--- config.mk ---
export PLATFORM = sky130hd
export DESIGN_NAME = brc_top
export DESIGN_NICKNAME = d
export VERILOG_FILES = /design/src/shared/brc_pkg.sv /design/src/brc_clk_mgr.sv /design/src/brc_top.sv
export SDC_FILE = /design/constraint.sdc
export NUM_CORES = 1
export LEC_CHECK = 0
export BUFFER_PORTS_ARGS = -buffer_cell sky130_fd_sc_hd__buf_2
export CAP_MARGIN = 5
export CORE_ASPECT_RATIO = 0.75
export CORE_MARGIN = 3
export CORE_UTILIZATION = 50
export DETAILED_ROUTE_END_ITERATION = 8
export GPL_TIMING_DRIVEN = 1
export PLACE_DENSITY = 0.84
export SYNTH_ARGS = -nofsm -noshare
export SYNTH_HDL_FRONTEND = slang
export SYNTH_SLANG_ARGS = --single-unit
export TNS_END_PERCENT = 100
--- constraint.sdc ---
create_clock -name ref_clk_i -period 2.1 [get_ports ref_clk_i]
set_input_delay 0.315 -clock ref_clk_i [delete_from_list [all_inputs] [get_ports ref_clk_i]]
set_output_delay 0.315 -clock ref_clk_i [all_outputs]
set_load 0.05 [all_outputs]
--- src/shared/brc_pkg.sv ---
package brc_pkg;

   // Reference clock of the sequencer
   localparam int unsigned CLK_PERIOD_NS   = 100;

   // Supervisor release delay after supply good and manual input high
   localparam int unsigned SUP_DELAY_NS    = 1000;
   localparam int unsigned SUP_DELAY_CYC   = (SUP_DELAY_NS + CLK_PERIOD_NS - 1) / CLK_PERIOD_NS;
   localparam int unsigned SUP_CNT_W       = $clog2(SUP_DELAY_CYC + 1);

   // Clock manager figures
   localparam int unsigned INPUT_PERIOD_NS = 10;
   localparam int unsigned DIVIDE_RATIO    = 2;
   localparam int unsigned PHASE_STEPS     = 4;
   localparam int unsigned PHASE_CNT_W     = $clog2(PHASE_STEPS * DIVIDE_RATIO);
   localparam int unsigned LOCK_CYC        = 16;
   localparam int unsigned LOCK_CNT_W      = $clog2(LOCK_CYC + 1);

   // Ticks of the system clock between bus release and core release
   localparam int unsigned CORE_GAP_TICKS  = 4;
   localparam int unsigned GAP_CNT_W       = $clog2(CORE_GAP_TICKS + 1);

   // External reset polarity of the processor reset controller
   localparam logic        EXT_RESET_HIGH  = 1'b0;

   // Register offsets
   localparam logic [11:0] CTRL_OFFS       = 12'h000;
   localparam logic [11:0] STAT_OFFS       = 12'h004;
   localparam logic [11:0] CNT_OFFS        = 12'h008;

   // Control fields and reset value
   localparam int unsigned CTRL_DBG_BIT    = 0;
   localparam int unsigned CTRL_HOLD_BIT   = 1;
   localparam logic [1:0]  CTRL_RST        = 2'h0;

   // Status fields
   localparam int unsigned ST_SUPPLY_BIT   = 0;
   localparam int unsigned ST_LOCAL_BIT    = 1;
   localparam int unsigned ST_BOARD_BIT    = 2;
   localparam int unsigned ST_SUPV_BIT     = 3;
   localparam int unsigned ST_LOCK_BIT     = 4;
   localparam int unsigned ST_BUS_BIT      = 5;
   localparam int unsigned ST_CORE_BIT     = 6;
   localparam int unsigned ST_STATE_LSB    = 8;

   // Board reset event counter
   localparam int unsigned EVT_CNT_W       = 16;

   // Processor reset sequencer states
   typedef enum logic [2:0] {
      ST_HOLD = 3'b001,
      ST_BUS  = 3'b010,
      ST_RUN  = 3'b100
   } brc_state_t;

endpackage : brc_pkg

--- src/brc_clk_mgr.sv ---
`timescale 1ns/1ns
module brc_clk_mgr #(
   parameter int unsigned LOCK_COUNT = brc_pkg::LOCK_CYC
) (
   // Clock and reset
   input  wire logic ref_clk_i,
   input  wire logic rst_i,
   // Feedback of the in-phase clock
   input  wire logic feedback_clock_i,
   // Generated clocks and lock
   output logic      clk_phase_zero_o,
   output logic      clk_phase_quarter_o,
   output logic      divided_clock_o,
   output logic      lock_status_net_o,
   output logic      sys_tick_o
);

   logic [brc_pkg::PHASE_CNT_W-1:0] ph_q;
   logic [brc_pkg::LOCK_CNT_W-1:0]  lock_cnt_q;

   // Phase counter spans one divided clock period
   always_ff @(posedge ref_clk_i or posedge rst_i) begin
      if (rst_i) begin
         ph_q <= '0;
      end else begin
         ph_q <= ph_q + 1'b1;
      end
   end

   // Clock outputs decoded from the phase; quarter lags zero by one step
   always_ff @(posedge ref_clk_i or posedge rst_i) begin
      if (rst_i) begin
         clk_phase_zero_o    <= 1'b0;
         clk_phase_quarter_o <= 1'b0;
         divided_clock_o     <= 1'b0;
         sys_tick_o          <= 1'b0;
      end else begin
         clk_phase_zero_o    <= ~ph_q[1];
         clk_phase_quarter_o <= ph_q[1] ^ ph_q[0];
         divided_clock_o     <= ~ph_q[2];
         sys_tick_o          <= (ph_q == '0);
      end
   end

   // Lock once feedback has tracked the in-phase clock long enough
   always_ff @(posedge ref_clk_i or posedge rst_i) begin
      if (rst_i) begin
         lock_cnt_q        <= '0;
         lock_status_net_o <= 1'b0;
      end else if (feedback_clock_i != clk_phase_zero_o) begin
         lock_cnt_q        <= '0;
         lock_status_net_o <= 1'b0;
      end else if (lock_cnt_q == brc_pkg::LOCK_CNT_W'(LOCK_COUNT)) begin
         lock_status_net_o <= 1'b1;
      end else begin
         lock_cnt_q        <= lock_cnt_q + 1'b1;
      end
   end
endmodule : brc_clk_mgr

--- src/brc_top.sv ---
`timescale 1ns/1ns
module brc_top #(
   parameter int unsigned LOCK_COUNT = brc_pkg::LOCK_CYC,
   parameter int unsigned GAP_TICKS  = brc_pkg::CORE_GAP_TICKS
) (
   // Clock and reset
   input  wire logic        ref_clk_i,
   input  wire logic        rst_i,
   // APB slave
   input  wire logic        psel_i,
   input  wire logic        penable_i,
   input  wire logic        pwrite_i,
   input  wire logic [11:0] paddr_i,
   input  wire logic [31:0] pwdata_i,
   input  wire logic [3:0]  pstrb_i,
   output logic [31:0]      prdata_o,
   output logic             pready_o,
   output logic             pslverr_o,
   // Board reset sources
   input  wire logic        supply_good_i,
   input  wire logic        config_done_i,
   input  wire logic        push_button_n_i,
   input  wire logic        interface_board_reset_n_i,
   input  wire logic        debug_system_reset_request_i,
   // Clock manager feedback
   input  wire logic        feedback_clock_i,
   // Board resets
   output logic             manual_reset_in_n_o,
   output logic             supervisor_reset_n_o,
   output logic             board_main_reset_n_o,
   output logic             board_reset_pwr_n_o,
   output logic             board_reset_dp_n_o,
   // Processor resets
   output logic             cpu_core_reset_o,
   output logic             bus_reset_o,
   // Generated clocks
   output logic             clk_phase_zero_o,
   output logic             clk_phase_quarter_o,
   output logic             divided_clock_o,
   output logic             lock_status_net_o
);

   localparam logic [brc_pkg::SUP_CNT_W-1:0] SUP_LAST =
      brc_pkg::SUP_CNT_W'(brc_pkg::SUP_DELAY_CYC - 1);
   localparam logic [brc_pkg::GAP_CNT_W-1:0] GAP_LAST =
      brc_pkg::GAP_CNT_W'(GAP_TICKS - 1);

   logic                             sys_tick;
   logic                             local_reset_n_d;
   logic                             sup_ok;
   logic [brc_pkg::SUP_CNT_W-1:0]    sup_cnt_q;
   logic                             hold_req;
   brc_pkg::brc_state_t              state_q;
   brc_pkg::brc_state_t              state_d;
   logic [brc_pkg::GAP_CNT_W-1:0]    gap_q;
   logic [brc_pkg::GAP_CNT_W-1:0]    gap_d;
   logic [1:0]                       ctrl_q;
   logic [brc_pkg::EVT_CNT_W-1:0]    evt_cnt_q;
   logic                             apb_access;
   logic                             apb_done;
   logic [31:0]                      rdata_d;
   logic                             hit_d;

   // Status word shared by the read mux and kept in one place
   function automatic logic [31:0] status_word(input brc_pkg::brc_state_t st);
      logic [31:0] w;
      w = 32'h0000_0000;
      w[brc_pkg::ST_SUPPLY_BIT] = supply_good_i;
      w[brc_pkg::ST_LOCAL_BIT]  = manual_reset_in_n_o;
      w[brc_pkg::ST_BOARD_BIT]  = board_main_reset_n_o;
      w[brc_pkg::ST_SUPV_BIT]   = supervisor_reset_n_o;
      w[brc_pkg::ST_LOCK_BIT]   = lock_status_net_o;
      w[brc_pkg::ST_BUS_BIT]    = bus_reset_o;
      w[brc_pkg::ST_CORE_BIT]   = cpu_core_reset_o;
      w[brc_pkg::ST_STATE_LSB +: 3] = st;
      return w;
   endfunction : status_word

   // Clock manager; memory clocks and the system clock tick
   brc_clk_mgr #(
      .LOCK_COUNT (LOCK_COUNT)
   ) u_clk_mgr (
      .ref_clk_i           (ref_clk_i),
      .rst_i               (rst_i),
      .feedback_clock_i    (feedback_clock_i),
      .clk_phase_zero_o    (clk_phase_zero_o),
      .clk_phase_quarter_o (clk_phase_quarter_o),
      .divided_clock_o     (divided_clock_o),
      .lock_status_net_o   (lock_status_net_o),
      .sys_tick_o          (sys_tick)
   );

   // Local reset combines configuration done and the active-low button
   assign local_reset_n_d = config_done_i & push_button_n_i;

   // Manual input of the supervisor follows the local reset
   assign sup_ok = supply_good_i & manual_reset_in_n_o;

   // Local and board resets, one flop each so outputs are glitch free
   always_ff @(posedge ref_clk_i or posedge rst_i) begin
      if (rst_i) begin
         manual_reset_in_n_o  <= 1'b0;
         board_main_reset_n_o <= 1'b0;
         board_reset_pwr_n_o  <= 1'b0;
         board_reset_dp_n_o   <= 1'b0;
      end else begin
         manual_reset_in_n_o  <= local_reset_n_d;
         // Same term to every device so they leave reset together
         board_main_reset_n_o <= local_reset_n_d & interface_board_reset_n_i;
         board_reset_pwr_n_o  <= local_reset_n_d & interface_board_reset_n_i;
         board_reset_dp_n_o   <= local_reset_n_d & interface_board_reset_n_i;
      end
   end

   // Supervisor: delay runs only while supply good and manual input high;
   // there is no watchdog input, so nothing else can pull the output
   always_ff @(posedge ref_clk_i or posedge rst_i) begin
      if (rst_i) begin
         sup_cnt_q            <= '0;
         supervisor_reset_n_o <= 1'b0;
      end else if (!sup_ok) begin
         sup_cnt_q            <= '0;
         supervisor_reset_n_o <= 1'b0;
      end else if (!supervisor_reset_n_o) begin
         if (sup_cnt_q == SUP_LAST) begin
            supervisor_reset_n_o <= 1'b1;
         end else begin
            sup_cnt_q <= sup_cnt_q + 1'b1;
         end
      end
   end

   // Every source that must keep the processor in reset
   assign hold_req = (board_main_reset_n_o == brc_pkg::EXT_RESET_HIGH)
                   | !lock_status_net_o
                   | !supervisor_reset_n_o
                   | debug_system_reset_request_i
                   | ctrl_q[brc_pkg::CTRL_DBG_BIT];

   // Reset sequencer: assertion is immediate, release waits for a
   // system clock edge so both resets leave on that clock
   always_comb begin
      state_d = state_q;
      gap_d   = gap_q;
      case (state_q)
         brc_pkg::ST_HOLD: begin
            if (sys_tick && !hold_req) begin
               state_d = brc_pkg::ST_BUS;
               gap_d   = '0;
            end
         end
         brc_pkg::ST_BUS: begin
            if (hold_req) begin
               state_d = brc_pkg::ST_HOLD;
            end else if (sys_tick && !ctrl_q[brc_pkg::CTRL_HOLD_BIT]) begin
               if (gap_q == GAP_LAST) begin
                  state_d = brc_pkg::ST_RUN;
               end else begin
                  gap_d = gap_q + 1'b1;
               end
            end
         end
         brc_pkg::ST_RUN: begin
            if (hold_req) begin
               state_d = brc_pkg::ST_HOLD;
            end else if (ctrl_q[brc_pkg::CTRL_HOLD_BIT]) begin
               state_d = brc_pkg::ST_BUS;
               gap_d   = '0;
            end
         end
         default: begin
            state_d = brc_pkg::ST_HOLD;
         end
      endcase
   end

   // Sequencer state and its registered reset outputs
   always_ff @(posedge ref_clk_i or posedge rst_i) begin
      if (rst_i) begin
         state_q          <= brc_pkg::ST_HOLD;
         gap_q            <= '0;
         cpu_core_reset_o <= 1'b1;
         bus_reset_o      <= 1'b1;
      end else begin
         state_q          <= state_d;
         gap_q            <= gap_d;
         cpu_core_reset_o <= (state_d != brc_pkg::ST_RUN);
         bus_reset_o      <= (state_d == brc_pkg::ST_HOLD);
      end
   end

   // Count falling edges of the board reset for software to inspect
   always_ff @(posedge ref_clk_i or posedge rst_i) begin
      if (rst_i) begin
         evt_cnt_q <= '0;
      end else if (board_main_reset_n_o && !(local_reset_n_d & interface_board_reset_n_i)) begin
         evt_cnt_q <= evt_cnt_q + 1'b1;
      end
   end

   // APB handshake: data and ready come one cycle into the access phase
   assign apb_access = psel_i & penable_i & ~pready_o;
   assign apb_done   = psel_i & penable_i & pready_o;

   // Address decode for reads and the error answer
   always_comb begin
      rdata_d = 32'h0000_0000;
      hit_d   = 1'b1;
      if (paddr_i == brc_pkg::CTRL_OFFS) begin
         rdata_d[1:0] = ctrl_q;
      end else if (paddr_i == brc_pkg::STAT_OFFS) begin
         rdata_d = status_word(state_q);
      end else if (paddr_i == brc_pkg::CNT_OFFS) begin
         rdata_d[brc_pkg::EVT_CNT_W-1:0] = evt_cnt_q;
      end else begin
         hit_d = 1'b0;
      end
   end

   // Answer registers; unmapped addresses answer with an error and zero
   always_ff @(posedge ref_clk_i or posedge rst_i) begin
      if (rst_i) begin
         pready_o  <= 1'b0;
         pslverr_o <= 1'b0;
         prdata_o  <= 32'h0000_0000;
      end else begin
         pready_o  <= apb_access;
         pslverr_o <= apb_access & ~hit_d;
         if (apb_access && !pwrite_i) begin
            prdata_o <= rdata_d;
         end
      end
   end

   // Control register written on the completing edge; byte lane 0 only
   always_ff @(posedge ref_clk_i or posedge rst_i) begin
      if (rst_i) begin
         ctrl_q <= brc_pkg::CTRL_RST;
      end else if (apb_done && pwrite_i && pstrb_i[0] && paddr_i == brc_pkg::CTRL_OFFS) begin
         ctrl_q <= pwdata_i[1:0];
      end
   end
endmodule : brc_top

==> reports/metrics.csv <==
metric;value;unit
status;finished clean;
cts.reportedPaths.clkPinSlew;60;ps
syn_inst;268;
die-area;0.007016;sq mm
wl_met3;479;um
totalWireLength;5893;um
intPower;2.177;mW
reg2reg_from;gap_q[0]$_DFFE_PP0P_;
rr_endpoint;gap_q[1]$_DFFE_PP0P_;
grt_pass1_wl;9722;um
numCtsBuffers;9;
filler_cell_count;445;
peakVddDrop;477.2;uV
cts_buffer_depth;2;
hpwl;4267;um
syn_area;0.003019;sq mm
port_buffers;54;
switching_power;721.9;uW
synth_ff_type;dfrtp_1;
track_usage;18.50;%
tns;0;ps
io_pins;104;
synthArstFlopShare;100.0;%
vias_per_cell;5.243;
antenna_found_initial;0;
placementRows;23;
syn_to_final_growth;17.74;%
rsz0062_at_grt;no;
r2r_setup_slack;280;ps
crit_fanout;3;
diodes;0;
cts_resized;0;
power.leakage;1.741;nW
met1_length;2663;um
synth_edf_count;0;
synth_seq_cells;63;
arrival;2030;ps
stdcell_area;0.003555;sq mm
drt_pre_antenna_iters;4;
clkPwrFrac;44.2;%
die_w;95.73;um
cp-start-kind;flop;
drv_slew;0;
detail-route-antenna-nets;0;
criticalPathCategory;reg2reg;
routedWlPerCell;14.48;um
final_cell_mix;60 x dfrtp_1, 54 x buf_2, 19 x nor2_1, 16 x xnor2_1, 16 x conb_1;
max_freq;549.6;MHz
fin_crit_sh;86.64;%
placed_cell_area;0.003309;sq mm
final_common_cell;dfrtp_1;
yosysTopAreaCell;dfrtp_1;
relSlewSlack;63.70;%
required;2310;ps
r2r_cells;6;
grt_max_degree;41;
hold_violations;0;
start_util;54.08;%
core;0.005583;sq mm
place_ws;230.2;ps
final_layout_size_suffix_gt1_share;26.51;%
min_period;1820;ps
swShare;24.90;%
min_path_type;in2async;
drc;0;
crit_path_end_kind;flop;
fin_ws;280.5;ps
top_layer;met4;
cts_tree;built;
power_frac_comb;9.1;%
fin_worst_skew;6.271;ps
synthDistinctLibCells;43;
grt_overflow_total;0;
postLayoutCoreUtil;63.67;%
tightestPinTransition;542.0;ps
final_nets;395;
drtIter0Drc;135;
postCtsSetupRepairBufs;0;
first_global_vias;2053;
h-tree-depth;3;
synthTopCellsByArea;dfrtp_1 50%, xnor2_1 4.6%, buf_4 4.5%;
powerDensity;815.4;mW/mm^2
clock_latency;340;ps
gp_congestion;0.8413;
power_frac_seq;46.6;%
setup_viol;0;
avgSynthCellArea;11.27;sq um
wl_met2;2661;um
hold_buffers;0;
netlist.area_leader.share;49.73;%
drv_cap;0;
yosysWarnings;0;
die_y;73.30;um
root_buffer;clkbuf_8;
num_vias;2134;
yosysSeqAreaShare;52.34;%
clock-sinks;63;
[cells in the mapped netlist, types with 5 or more instances]
library cell  number
nor2_1            19
a22o_1             6
nor2b_1            5
inv_1             15
and2_0             7
xnor2_1           16
xor2_1             7
nor3_1             6
a221o_1            7
dfrtp_1           60
nand3_1           15
nand4_1            5
a21oi_1            8
nand2_1           12
buf_4             18
ha_1               9
mux2i_1            6
[registers in the layout (all words and copies together) (netlist names)]
register and count:
cpu_core_reset_o 1, pslverr_o 1, manual_reset_in_n_o 1, prdata_o 16, u_clk_mgr.sys_tick_o 1, board_reset_dp_n_o 1, gap_q 3, state_q 3
sup_cnt_q 4, bus_reset_o 1, u_clk_mgr.lock_cnt_q 5, u_clk_mgr.lock_status_net_o 1, evt_cnt_q 16, ctrl_q 2, u_clk_mgr.clk_phase_zero_o 1, pready_o 1
supervisor_reset_n_o 1, u_clk_mgr.divided_clock_o 1, u_clk_mgr.ph_q 3
[worst max-delay path by stage]
stage | from | end | slack, ps | depth (start not counted)
CTS | gap_q[0]$_DFFE_PP0P_ | gap_q[1]$_DFFE_PP0P_ | 190 | 6
finish | gap_q[0]$_DFFE_PP0P_ | gap_q[1]$_DFFE_PP0P_ | 280 | 6
global placement | gap_q[0]$_DFFE_PP0P_ | gap_q[1]$_DFFE_PP0P_ | 280 | 6
global route | gap_q[0]$_DFFE_PP0P_ | gap_q[1]$_DFFE_PP0P_ | 90 | 6
detailed placement | gap_q[0]$_DFFE_PP0P_ | gap_q[1]$_DFFE_PP0P_ | 230 | 6
floorplan | rst_i | board_reset_dp_n_o$_DFF_PP0_ | 220 | 1
[critical path, stage by stage (launching register included)]
cell	delay, ps
dfrtp_1	400
ha_1	220
ha_1	220
nor4b_1	320
o21ai_0	150
a21boi_1	260
o22ai_1	130
[cells by family (layout without fill, tap and decap cells)]
| family | after synthesis | after routing | share of synthesized area (%) |
|---|---|---|---|
| XOR/XNOR | 23 | 23 | 6.672 |
| multiplexers | 9 | 9 | 3.108 |
| adder cells (fa/ha/maj) | 9 | 9 | 3.730 |
| flip-flops | 63 | 63 | 52.34 |
| buffers and inverters | 40 | 89 | 7.584 |
| other | 1 | 16 | 0.1242 |
| AO/OA/AOI/OAI | 33 | 33 | 8.123 |
| AND/OR/NAND/NOR | 90 | 90 | 18.32 |
[power groups by stage]
stage	Combinational [mW]	Sequential [mW]	Clock (mW)
finish	0.265	1.35	1.28
global route	0.291	1.36	1.36
CTS	0.267	1.35	1.31
detailed placement	0.265	1.37	0
global placement	0.259	1.37	0
floorplan	0.215	1.37	0
[through the flow]
step	power [mW]	hold WS, ps	instances
global placement	1.625	381.1	391
global route	3.015	38.54	407
floorplan	1.580	415.1	283
finish	2.899	6.398	407
CTS	2.923	14.92	407
detailed placement	1.638	384.2	391
[final cells by class]
class / instances / area (sq um) / share of cell area [%]
tap: 75 / 93.84 / 2.640
clock inverter: 6 / 107.6 / 3.027
clock buffer: 10 / 137.6 / 3.872
multi-input combinational: 180 / 1266 / 35.62
timing repair buffer: 58 / 312.8 / 8.800
sequential: 63 / 1580 / 44.46
inverter: 15 / 56.30 / 1.584
[routing by layer]
layer | vias up | GRT usage, %
li1 | 1013 | -
met1 | 1038 | 25.05
met2 | 75 | 27.27
met3 | 8 | 7.369
met4 | 0 | 6.151
met5 | - | 0
(Power assumes the default switching activity.)
